`src/inc/pec_pkg.sv`:
```
// Constants shared by the performance counter block and its helpers.
package pec_pkg;

	localparam int          C0_W          = 16;
	localparam int          C1_W          = 12;
	localparam int          SEL0_W        = 4;
	localparam int          SEL1_W        = 3;
	localparam int          ISSUE_W       = 2;
	localparam int          PC_W          = 62;
	localparam int          EXT_PINS      = 2;

	localparam logic [C0_W-1:0] C0_RESET  = 16'h0000;
	localparam logic [C1_W-1:0] C1_RESET  = 12'h000;
	localparam logic [PC_W-1:0] PC_RESET  = 62'h0;

	// Overflow ranges as powers of two.
	localparam logic [4:0]  C0_SHORT      = 5'h0C;
	localparam logic [4:0]  C0_LONG       = 5'h10;
	localparam logic [4:0]  C1_SHORT      = 5'h08;
	localparam logic [4:0]  C1_LONG       = 5'h0C;

	// Counter 0 select, upper three bits.
	localparam logic [2:0]  C0_ISSUE_HALF = 3'h0;
	localparam logic [2:0]  C0_DRY        = 3'h1;
	localparam logic [2:0]  C0_LOAD       = 3'h2;
	localparam logic [2:0]  C0_FROZEN     = 3'h3;
	localparam logic [2:0]  C0_BRANCH     = 3'h4;
	localparam logic [2:0]  C0_CYCLE_GRP  = 3'h5;
	localparam logic [2:0]  C0_IDLE_HALF  = 3'h6;
	localparam logic [2:0]  C0_EXTERNAL   = 3'h7;
	localparam int          C0_CYCLE_BIT  = 0;

	// Counter 1 select.
	localparam logic [2:0]  C1_DCACHE     = 3'h0;
	localparam logic [2:0]  C1_ICACHE     = 3'h1;
	localparam logic [2:0]  C1_DUAL       = 3'h2;
	localparam logic [2:0]  C1_MISPREDICT = 3'h3;
	localparam logic [2:0]  C1_FP_OP      = 3'h4;
	localparam logic [2:0]  C1_INT_OP     = 3'h5;
	localparam logic [2:0]  C1_STORE      = 3'h6;
	localparam logic [2:0]  C1_EXTERNAL   = 3'h7;

	localparam logic [1:0]  ISSUE_NONE    = 2'h0;
	localparam logic [1:0]  ISSUE_DUAL    = 2'h2;

	localparam int          IRQ_DELAY     = 6;
	localparam int          IRQ_STAGES    = IRQ_DELAY - 1;
	localparam logic [1:0]  MISPRED_BUDGET = 2'h2;
	localparam int          CLR_C0_BIT    = 0;
	localparam int          CLR_C1_BIT    = 1;

	// True when the next event wraps a counter with a 2^bits range.
	function automatic logic pec_at_top(input logic [15:0] cnt, input logic [4:0] bits);
		logic [16:0] mask;
		mask = (17'h00001 << bits) - 17'h00001;
		return (({1'b0, cnt} & mask) == mask);
	endfunction : pec_at_top

endpackage : pec_pkg

```
`src/logic/pec_sync.sv`:
```
// Three-stage pin synchroniser that turns an agreed rising level into one pulse.
module pec_sync
	import pec_pkg::*;
(
	input  wire logic clk,
	input  wire logic rst_n,
	input  wire logic clk_en,
	input  wire logic pin,
	output logic      pulse
);

	logic sync1_q;
	logic sync2_q;
	logic sync3_q;
	logic level_q;
	logic pulse_q;
	logic agree;

	assign agree = (sync2_q == sync3_q);
	assign pulse = pulse_q;

	always_ff @(posedge clk or negedge rst_n) begin
		if (!rst_n) begin
			sync1_q <= 1'b0;
			sync2_q <= 1'b0;
			sync3_q <= 1'b0;
		end else if (clk_en) begin
			sync1_q <= pin;
			sync2_q <= sync1_q;
			sync3_q <= sync2_q;
		end
	end

	// A long high level yields one pulse only, at its start.
	always_ff @(posedge clk or negedge rst_n) begin
		if (!rst_n) begin
			level_q <= 1'b0;
			pulse_q <= 1'b0;
		end else if (clk_en) begin
			if (agree) begin
				level_q <= sync3_q;
			end
			pulse_q <= agree && sync3_q && !level_q;
		end
	end

endmodule : pec_sync

```
`src/logic/pec_delay.sv`:
```
// Fixed shift line that carries an overflow toward its interrupt request.
module pec_delay
	import pec_pkg::*;
(
	input  wire logic clk,
	input  wire logic rst_n,
	input  wire logic clk_en,
	input  wire logic din,
	output logic      dout
);

	logic [IRQ_STAGES-1:0] line_q;

	assign dout = line_q[IRQ_STAGES-1];

	always_ff @(posedge clk or negedge rst_n) begin
		if (!rst_n) begin
			line_q <= '0;
		end else if (clk_en) begin
			line_q <= {line_q[IRQ_STAGES-2:0], din};
		end
	end

endmodule : pec_delay

```
`src/logic/pec_counters.sv`:
```
// Two event counters with delayed overflow requests and a completion hold on counter 1 overflow while it counts icache misses or mispredicts.
module pec_counters
	import pec_pkg::*;
(
	input  wire logic               clk,
	input  wire logic               rst_n,
	input  wire logic               clk_en,
	input  wire logic [ISSUE_W-1:0] issue_count,
	input  wire logic               pipe_dry,
	input  wire logic               load_instr,
	input  wire logic               pipe_frozen,
	input  wire logic               branch_instr,
	input  wire logic               privileged_firmware,
	input  wire logic               dcache_miss,
	input  wire logic               icache_miss,
	input  wire logic [PC_W-1:0]    icache_miss_pc,
	input  wire logic               branch_mispredict,
	input  wire logic               fp_operate,
	input  wire logic               int_operate,
	input  wire logic               store_instr,
	input  wire logic [EXT_PINS-1:0] external_event_pin,
	input  wire logic [SEL0_W-1:0]  counter0_input_select,
	input  wire logic [SEL1_W-1:0]  counter1_input_select,
	input  wire logic               counter0_range_bit,
	input  wire logic               counter1_range_bit,
	input  wire logic               clear_write,
	input  wire logic [1:0]         clear_data,
	input  wire logic               service_start,
	input  wire logic [1:0]         instr_complete,
	output logic                    counter0_irq,
	output logic                    counter1_irq,
	output logic                    completion_hold,
	output logic [PC_W-1:0]         last_miss_pc
);

	// Counts stay internal; software sees counting only through the requests.
	logic [C0_W-1:0]     count0_q;
	logic [C1_W-1:0]     count1_q;
	logic                issue_half_q;
	logic                idle_half_q;
	logic [1:0]          issue_sum;
	logic                issue_carry;
	logic                idle_carry;
	logic                idle_cycle;
	logic [EXT_PINS-1:0] ext_pulse;
	logic                inc0;
	logic                inc1;
	logic                ovf0;
	logic                ovf1;
	logic                set0;
	logic                set1;
	logic                clr0;
	logic                clr1;
	logic                irq0_q;
	logic                irq1_q;
	logic                window_q;
	logic                strict_q;
	logic [1:0]          used_q;
	logic                icache_sel;
	logic                mispr_sel;
	logic [PC_W-1:0]     miss_pc_q;

	for (genvar i = 0; i < EXT_PINS; i++) begin : g_pin
		pec_sync u_sync (
			.clk    (clk),
			.rst_n  (rst_n),
			.clk_en (clk_en),
			.pin    (external_event_pin[i]),
			.pulse  (ext_pulse[i])
		);
	end

	// Halved counts keep a residue bit so a dual issue adds exactly one.
	assign issue_sum   = {1'b0, issue_half_q} + issue_count;
	assign issue_carry = issue_sum[1];
	assign idle_cycle  = (issue_count == ISSUE_NONE);
	assign idle_carry  = idle_cycle && idle_half_q;

	// Residues run whatever is selected, so reselecting restarts nothing.
	always_ff @(posedge clk or negedge rst_n) begin
		if (!rst_n) begin
			issue_half_q <= 1'b0;
			idle_half_q  <= 1'b0;
		end else if (clk_en) begin
			issue_half_q <= issue_sum[0];
			if (idle_cycle) begin
				idle_half_q <= !idle_half_q;
			end
		end
	end

	// Every strobe counts, so a reissued load after a translation miss counts again.
	always_comb begin
		case (counter0_input_select[SEL0_W-1:1])
			C0_ISSUE_HALF: inc0 = issue_carry;
			C0_DRY:        inc0 = pipe_dry;
			C0_LOAD:       inc0 = load_instr;
			C0_FROZEN:     inc0 = pipe_frozen;
			C0_BRANCH:     inc0 = branch_instr;
			C0_CYCLE_GRP: begin
				if (counter0_input_select[C0_CYCLE_BIT]) begin
					inc0 = 1'b1;
				end else begin
					inc0 = privileged_firmware;
				end
			end
			C0_IDLE_HALF:  inc0 = idle_carry;
			C0_EXTERNAL:   inc0 = ext_pulse[0];
			default:       inc0 = 1'b0;
		endcase
	end

	always_comb begin
		case (counter1_input_select)
			C1_DCACHE:     inc1 = dcache_miss;
			C1_ICACHE:     inc1 = icache_miss;
			C1_DUAL:       inc1 = (issue_count == ISSUE_DUAL);
			C1_MISPREDICT: inc1 = branch_mispredict;
			C1_FP_OP:      inc1 = fp_operate;
			C1_INT_OP:     inc1 = int_operate;
			C1_STORE:      inc1 = store_instr;
			C1_EXTERNAL:   inc1 = ext_pulse[1];
			default:       inc1 = 1'b0;
		endcase
	end

	assign ovf0 = inc0 && pec_at_top(count0_q,
		counter0_range_bit ? C0_SHORT : C0_LONG);
	assign ovf1 = inc1 && pec_at_top({4'h0, count1_q},
		counter1_range_bit ? C1_SHORT : C1_LONG);

	// Only power-up reset clears a counter; wrap returns it to zero.
	always_ff @(posedge clk or negedge rst_n) begin
		if (!rst_n) begin
			count0_q <= C0_RESET;
		end else if (clk_en && inc0) begin
			if (ovf0) begin
				count0_q <= C0_RESET;
			end else begin
				count0_q <= count0_q + 16'h0001;
			end
		end
	end

	always_ff @(posedge clk or negedge rst_n) begin
		if (!rst_n) begin
			count1_q <= C1_RESET;
		end else if (clk_en && inc1) begin
			if (ovf1) begin
				count1_q <= C1_RESET;
			end else begin
				count1_q <= count1_q + 12'h001;
			end
		end
	end

	pec_delay u_delay0 (
		.clk    (clk),
		.rst_n  (rst_n),
		.clk_en (clk_en),
		.din    (ovf0),
		.dout   (set0)
	);

	pec_delay u_delay1 (
		.clk    (clk),
		.rst_n  (rst_n),
		.clk_en (clk_en),
		.din    (ovf1),
		.dout   (set1)
	);

	assign clr0 = clear_write && !clear_data[CLR_C0_BIT];
	assign clr1 = clear_write && !clear_data[CLR_C1_BIT];

	// A second overflow while still pending merges into the same request.
	always_ff @(posedge clk or negedge rst_n) begin
		if (!rst_n) begin
			irq0_q <= 1'b0;
		end else if (clk_en) begin
			if (set0) begin
				irq0_q <= 1'b1;
			end else if (clr0) begin
				irq0_q <= 1'b0;
			end
		end
	end

	always_ff @(posedge clk or negedge rst_n) begin
		if (!rst_n) begin
			irq1_q <= 1'b0;
		end else if (clk_en) begin
			if (set1) begin
				irq1_q <= 1'b1;
			end else if (clr1) begin
				irq1_q <= 1'b0;
			end
		end
	end

	assign counter0_irq = irq0_q;
	assign counter1_irq = irq1_q;

	assign icache_sel = (counter1_input_select == C1_ICACHE);
	assign mispr_sel  = (counter1_input_select == C1_MISPREDICT);

	// The hold relies on the pipeline obeying it in the same cycle.
	always_ff @(posedge clk or negedge rst_n) begin
		if (!rst_n) begin
			window_q <= 1'b0;
			strict_q <= 1'b0;
			used_q   <= 2'h0;
		end else if (clk_en) begin
			if (ovf1 && (icache_sel || mispr_sel)) begin
				window_q <= 1'b1;
				strict_q <= icache_sel;
				used_q   <= 2'h0;
			end else if (service_start) begin
				window_q <= 1'b0;
			end else if (window_q && !completion_hold) begin
				used_q   <= used_q + instr_complete;
			end
		end
	end

	always_comb begin
		if (ovf1 && icache_sel) begin
			completion_hold = 1'b1;
		end else if (window_q) begin
			completion_hold = strict_q || (used_q >= MISPRED_BUDGET);
		end else begin
			completion_hold = 1'b0;
		end
	end

	always_ff @(posedge clk or negedge rst_n) begin
		if (!rst_n) begin
			miss_pc_q <= PC_RESET;
		end else if (clk_en && icache_miss) begin
			miss_pc_q <= icache_miss_pc;
		end
	end

	assign last_miss_pc = miss_pc_q;
endmodule : pec_counters

```
`config.mk`:
```
export PLATFORM = sky130hd
export DESIGN_NAME = pec_counters
export DESIGN_NICKNAME = d
export VERILOG_FILES = /design/src/inc/pec_pkg.sv /design/src/logic/pec_sync.sv /design/src/logic/pec_delay.sv /design/src/logic/pec_counters.sv
export SDC_FILE = /design/constraint.sdc
export NUM_CORES = 1
export LEC_CHECK = 0
export BUFFER_PORTS_ARGS = -buffer_cell sky130_fd_sc_hd__buf_2
export CORE_ASPECT_RATIO = 2
export CORE_MARGIN = 2
export CORE_UTILIZATION = 53
export CTS_BUF_LIST = sky130_fd_sc_hd__clkbuf_4 sky130_fd_sc_hd__clkbuf_8
export DETAILED_ROUTE_END_ITERATION = 10
export PLACE_DENSITY = 0.92
export SETUP_SLACK_MARGIN = 0.02
export SYNTH_ARGS = -nofsm -noshare
export SYNTH_HDL_FRONTEND = slang
export SYNTH_SLANG_ARGS = --single-unit
```
`constraint.sdc`:
```
create_clock -name clk -period 2.2 [get_ports clk]
set_input_delay 0.22 -clock clk [delete_from_list [all_inputs] [get_ports clk]]
set_output_delay 0.22 -clock clk [all_outputs]
set_load 0.1 [all_outputs]
```
Word level (Yosys, flattened, before mapping) --
Index checks and enable logic that the tools add are counted.
Word-level totals: flip-flop bits (word level) 118, input port bits 95, output and inout bits 65, word-level logic and storage cells 109
Cells by class: $add $sub $neg 6, order comparisons 1, equality and inequality tests 20, shift operators 2, muxes and demuxes 18, bitwise gates (word level) 2, reduce and logical (&&, ||, !) cells 38
Operator list (number):
- $eq 17x17->1 | 2
- $sub 17x1->17 const B | 2
- $eq 3x3->1 const B | 8
- $and 12x17->17 | 1
- $and 16x17->17 | 1
- $shl 1x4->17 const A | 1
- $shl 1x5->17 const A | 1
- $add 16x1->16 const B | 1
- $mux 16 | 1
- $pmux 1 s8 | 2
- $logic_and 1x1->1 | 15
- $reduce_and 2->1 | 7
- $add 12x1->12 const B | 1
- $eq 3x2->1 const B | 4
- $mux 12 | 1
- $mux 1 | 9
- $reduce_bool 2->1 | 4
- $eq 3x1->1 const B | 2
- $logic_not 1->1 | 6
- $logic_not 3->1 | 2
- $mux 2 | 3
- $mux 5 | 1
- $mux 3 | 1
- $reduce_and 3->1 | 1
- 8 further kinds | 10

Depth between registers and ports, before layout --
depth in word-level cells 13, gate-level depth with buffers 7, depth with buffers taken out 6

Modules after synthesis --
Synthesis repeated with hierarchy kept, for this count alone.
Second synthesis, totals: cells, all modules 407, area total of the unflattened synthesis 5212.5 um^2
Modules (own cells, without submodules):
- pec_counters | instances 1, cells an instance 359, area an instance 4431.8 um^2
- pec_sync | instances 2, cells an instance 14, area an instance 209.0 um^2
- pec_delay | instances 2, cells an instance 10, area an instance 181.4 um^2

Least setup slack after synthesis --
No wires, ideal clock.
kind reg-to-output, from reg count1_q[0], to out completion_hold, data arrival time 1.908 ns, data required time 1.980 ns, path slack 0.072 ns, stages on the path, launching flop included 6, buffers on the path 0, cells stage by stage dfrtp_1 > ha_1 > nand3_1 > nor4_4 > nand2_1 > nand2_1
Between the ends: word-level cells in the longest chain between the ends 5
Ends and longest elaborated chain:
- from (decl) | RTL line pec_counters.sv:38 | logic [C1_W-1:0] count1_q;
- from (signal assigned) | RTL line pec_counters.sv:152 | count1_q <= count1_q + 12'h001;
- $and 12x17->17 | RTL line pec_pkg.sv:56 | return (({1'b0, cnt} & mask) == mask);
- $eq 17x17->1 | RTL line pec_pkg.sv:56
- $logic_and 1x1->1 | RTL line pec_counters.sv:129 | assign ovf1 = inc1 && pec_at_top({4'h0, count1_q},
- $logic_and 1x1->1 | RTL line pec_counters.sv:227 | if (ovf1 && icache_sel) begin
- $mux 1 | RTL line pec_counters.sv:227
- to (decl) | RTL line pec_counters.sv:32 | output logic completion_hold,
Every way passes these cells.

Final worst setup path --
from reg count1_q[10], to out completion_hold
Same word-level chain as after synthesis.

==> run summary <==
status - complete, no violations
Avg Synthesized Cell Area - 12.76 um^2
Max transition margin - 65.78%
Reg clk slew, reported paths - 0.07 ns
VDD IR max - 976.5 uV
synth warn - 0
die height - 143.1 um
unrepaired setup endpoints after global routing - no
DP Cell Count - 658
register bit total from synthesis - 118
dpl cell area - 6093 um^2
Design Area, Final - 6629 um^2
highest-count cells in the layout ignoring fill and taps - 157 x buf_2, 117 x dfrtp_1, 80 x mux2_2, 33 x nand2_1, 21 x o21ai_0
via count - 3859
DR WL/cell - 17.32 um
Synth Flop Type - dfrtp_1
IO Pins - 160
Synthesized Nets - 503
DIE AREA - 10530 um^2
share of the synthesized area in the top cell type - 57.58%
register area - 2954 um^2
Post-synth EDFFs - 0
largest net degree at the start of global routing - 63
MaxCap Viol Count - 0
FP Rows - 50
Worst-Margin Slew - 0.5169 ns
Post-Layout Cell Count - 699
CTS Buf Count - 17
IO buf count - 159
fin crit period - 2.044 ns
die width - 73.56 um
Leakage - 3.152 nW
Setup Total Neg Slack - 0 ns
DR DRC count - 0
Synth async-reset ratio - 100.0%
gr ovfl total - 0
first-pass GRT wire length - 18.68 mm
ranking of synthesized cells by area - dfrtp_1 58%, mux2_2 18%, nand2_1 2.5%
Final GP Congestion - 0.8990
final wirelength - 12.11 mm
Layout Utilization - 70.64%
number of global-route vias before repair - 4067
netlist area before placement - 5129 um^2
Clock Tree Root - clkbuf_8
HP Class - primary input to flop
Diodes inserted - 0
fin crit share - 92.89%
crit path launch type - flop
initial antenna violation count - 0
Net count, final - 683
clk_lat worst skew - 0.42 ns
arrival time worst endpoint - 1.82 ns
Slew Viols, Final - 0
clock sinks - 118
clock buffer depth - 2
antenna viol nets, final - 0
required time worst endpoint - 1.98 ns
Iter 0 DRT Violations - 170
final hold vios - 0
core area - 9384 um^2
final setup vio count - 0
clk_skew - 0.005452 ns
worst-path fanout max - 5
total power - 7.125 mW
First-pass DRT Iterations - 6
fill count - 664
HPWL Detailed - 8.866 mm
CTS tree - built
Via density - 5.521
multi-input logic area - 2091 um^2
post-synth top area cell - dfrtp_1
Starting Density - 54.65%
Power Density - 1075 nW/um^2
Synth Instances - 402
share of cells above drive strength 1 - 49.58%
Syn-to-layout area delta - 29.25%
gr usage total - 23.36%
commonest non-fill, non-tap cell in the layout - buf_2
Worst Setup Path Type - flop to output pin
Worst setup EP type - output pin
Fmax - 0.4893 GHz
Yosys cell types - 52
Clock H-tree levels - 4
Seq/Total Area, Yosys - 57.58%
-- power by group --
| part | total (mW) | leakage (nW) | internal (mW) | switching (mW) |
|---|---|---|---|---|
| clock | 2.13 | 0.211 | 1.27 | 0.863 |
| sequential | 2.77 | 1.44 | 2.51 | 0.262 |
| combinational | 2.22 | 1.50 | 0.514 | 1.71 |
| total | 7.13 | 3.15 | 4.29 | 2.83 |
-- state kept, by name, indices dropped and copies added, names as in the netlist, 5 cells and up --
| signal | cells |
|---|---|
| count0_q | 16 |
| count1_q | 12 |
| last_miss_pc | 62 |
| u_delay0.line_q | 5 |
| u_delay1.line_q | 5 |
-- final cells by class --
| class | count | area share (%) |
|---|---|---|
| clock inverters | 13 | 2.699 |
| clock buffers | 19 | 3.851 |
| flip-flops and latches | 118 | 44.56 |
| repair buffers | 174 | 14.65 |
| inverters | 13 | 0.7361 |
| well taps | 104 | 1.963 |
| multi-input cells | 258 | 31.54 |
-- critical path, stage by stage, from the launching register on --
cell and delay [ns]:
dfrtp_1 0.43, a41oi_2 0.22, nor4_4 0.36, nand2_1 0.09, nand2_1 0.12, buf_12 0.18
-- layer usage --
metal / share of wire [%] / track usage, % / vias to the layer above
met5: 0 / 0 / -
met4: 3.3 / 12.15 / 0
met3: 4.3 / 6.916 / 42
met2: 57 / 40.93 / 133
met1: 35 / 24.31 / 1879
li1: - / - / 1805
-- kinds of logic after synthesis --
logic type               after synthesis  share of synthesized area, %
buffers and inverters                 26                         1.952
flip-flops                           118                         57.57
AO/OA/AOI/OAI                         59                         7.758
multiplexers                          83                         18.64
AND/OR/NAND/NOR                       99                         10.73
adder cells (fa/ha/maj)                6                         1.464
XOR/XNOR                              11                         1.879
-- final timing paths --
check / start / end / slack [ns] / cells past startpoint
worst min register to register: g_pin[0].u_sync.level_q$_DFFE_PN0P_ / g_pin[0].u_sync.pulse$_DFFE_PN0P_ / 0.46 / 1
worst max register to register: count0_q[0]$_DFFE_PN0P_ / count0_q[14]$_DFFE_PN0P_ / 0.26 / 6
max in group asynchronous: rst_n / last_miss_pc[41]$_DFFE_PN0P_ / 1.20 / 3
min in group asynchronous: rst_n / window_q$_DFFE_PN0P_ / 0.28 / 2
worst min-delay path: icache_miss_pc[57] / last_miss_pc[57]$_DFFE_PN0P_ / 0.03 / 2
worst max-delay path: count1_q[10]$_DFFE_PN0P_ / completion_hold / 0.16 / 5
-- Yosys cell counts, types with 5 or more instances --
cell type and instances:
ha_1 6, nor2b_1 8, a21oi_1 7, nand2b_1 5
inv_1 12, clkbuf_1 9, o31ai_1 8, nand2_1 34
nor2_1 13, dfrtp_1 118, nor3_1 7, mux2_2 80
xor2_1 9, nand3_1 8, o21ai_0 21
-- per-stage QoR --
step	setup WS, ns	hold slack [ns]
after floorplan	0.07226	-0.07559
after global placement	0.2831	0.1795
after detailed placement	0.2257	0.1896
after CTS	0.04350	0.0008976
after global routing	0.05768	0.0004043
final	0.1564	0.02857
-- what timing repair did --
item / CTS / global route
pin swaps: 1 / 0
setup endpoints to repair: 1 / 1
endpoints found under the hold margin: 32 / 5
hold buffers: 3 / 5
gates cloned: 0 / 0
setup buffers: 1 / 0
gates resized for setup: 0 / 3
(Power assumes the default switching activity.)
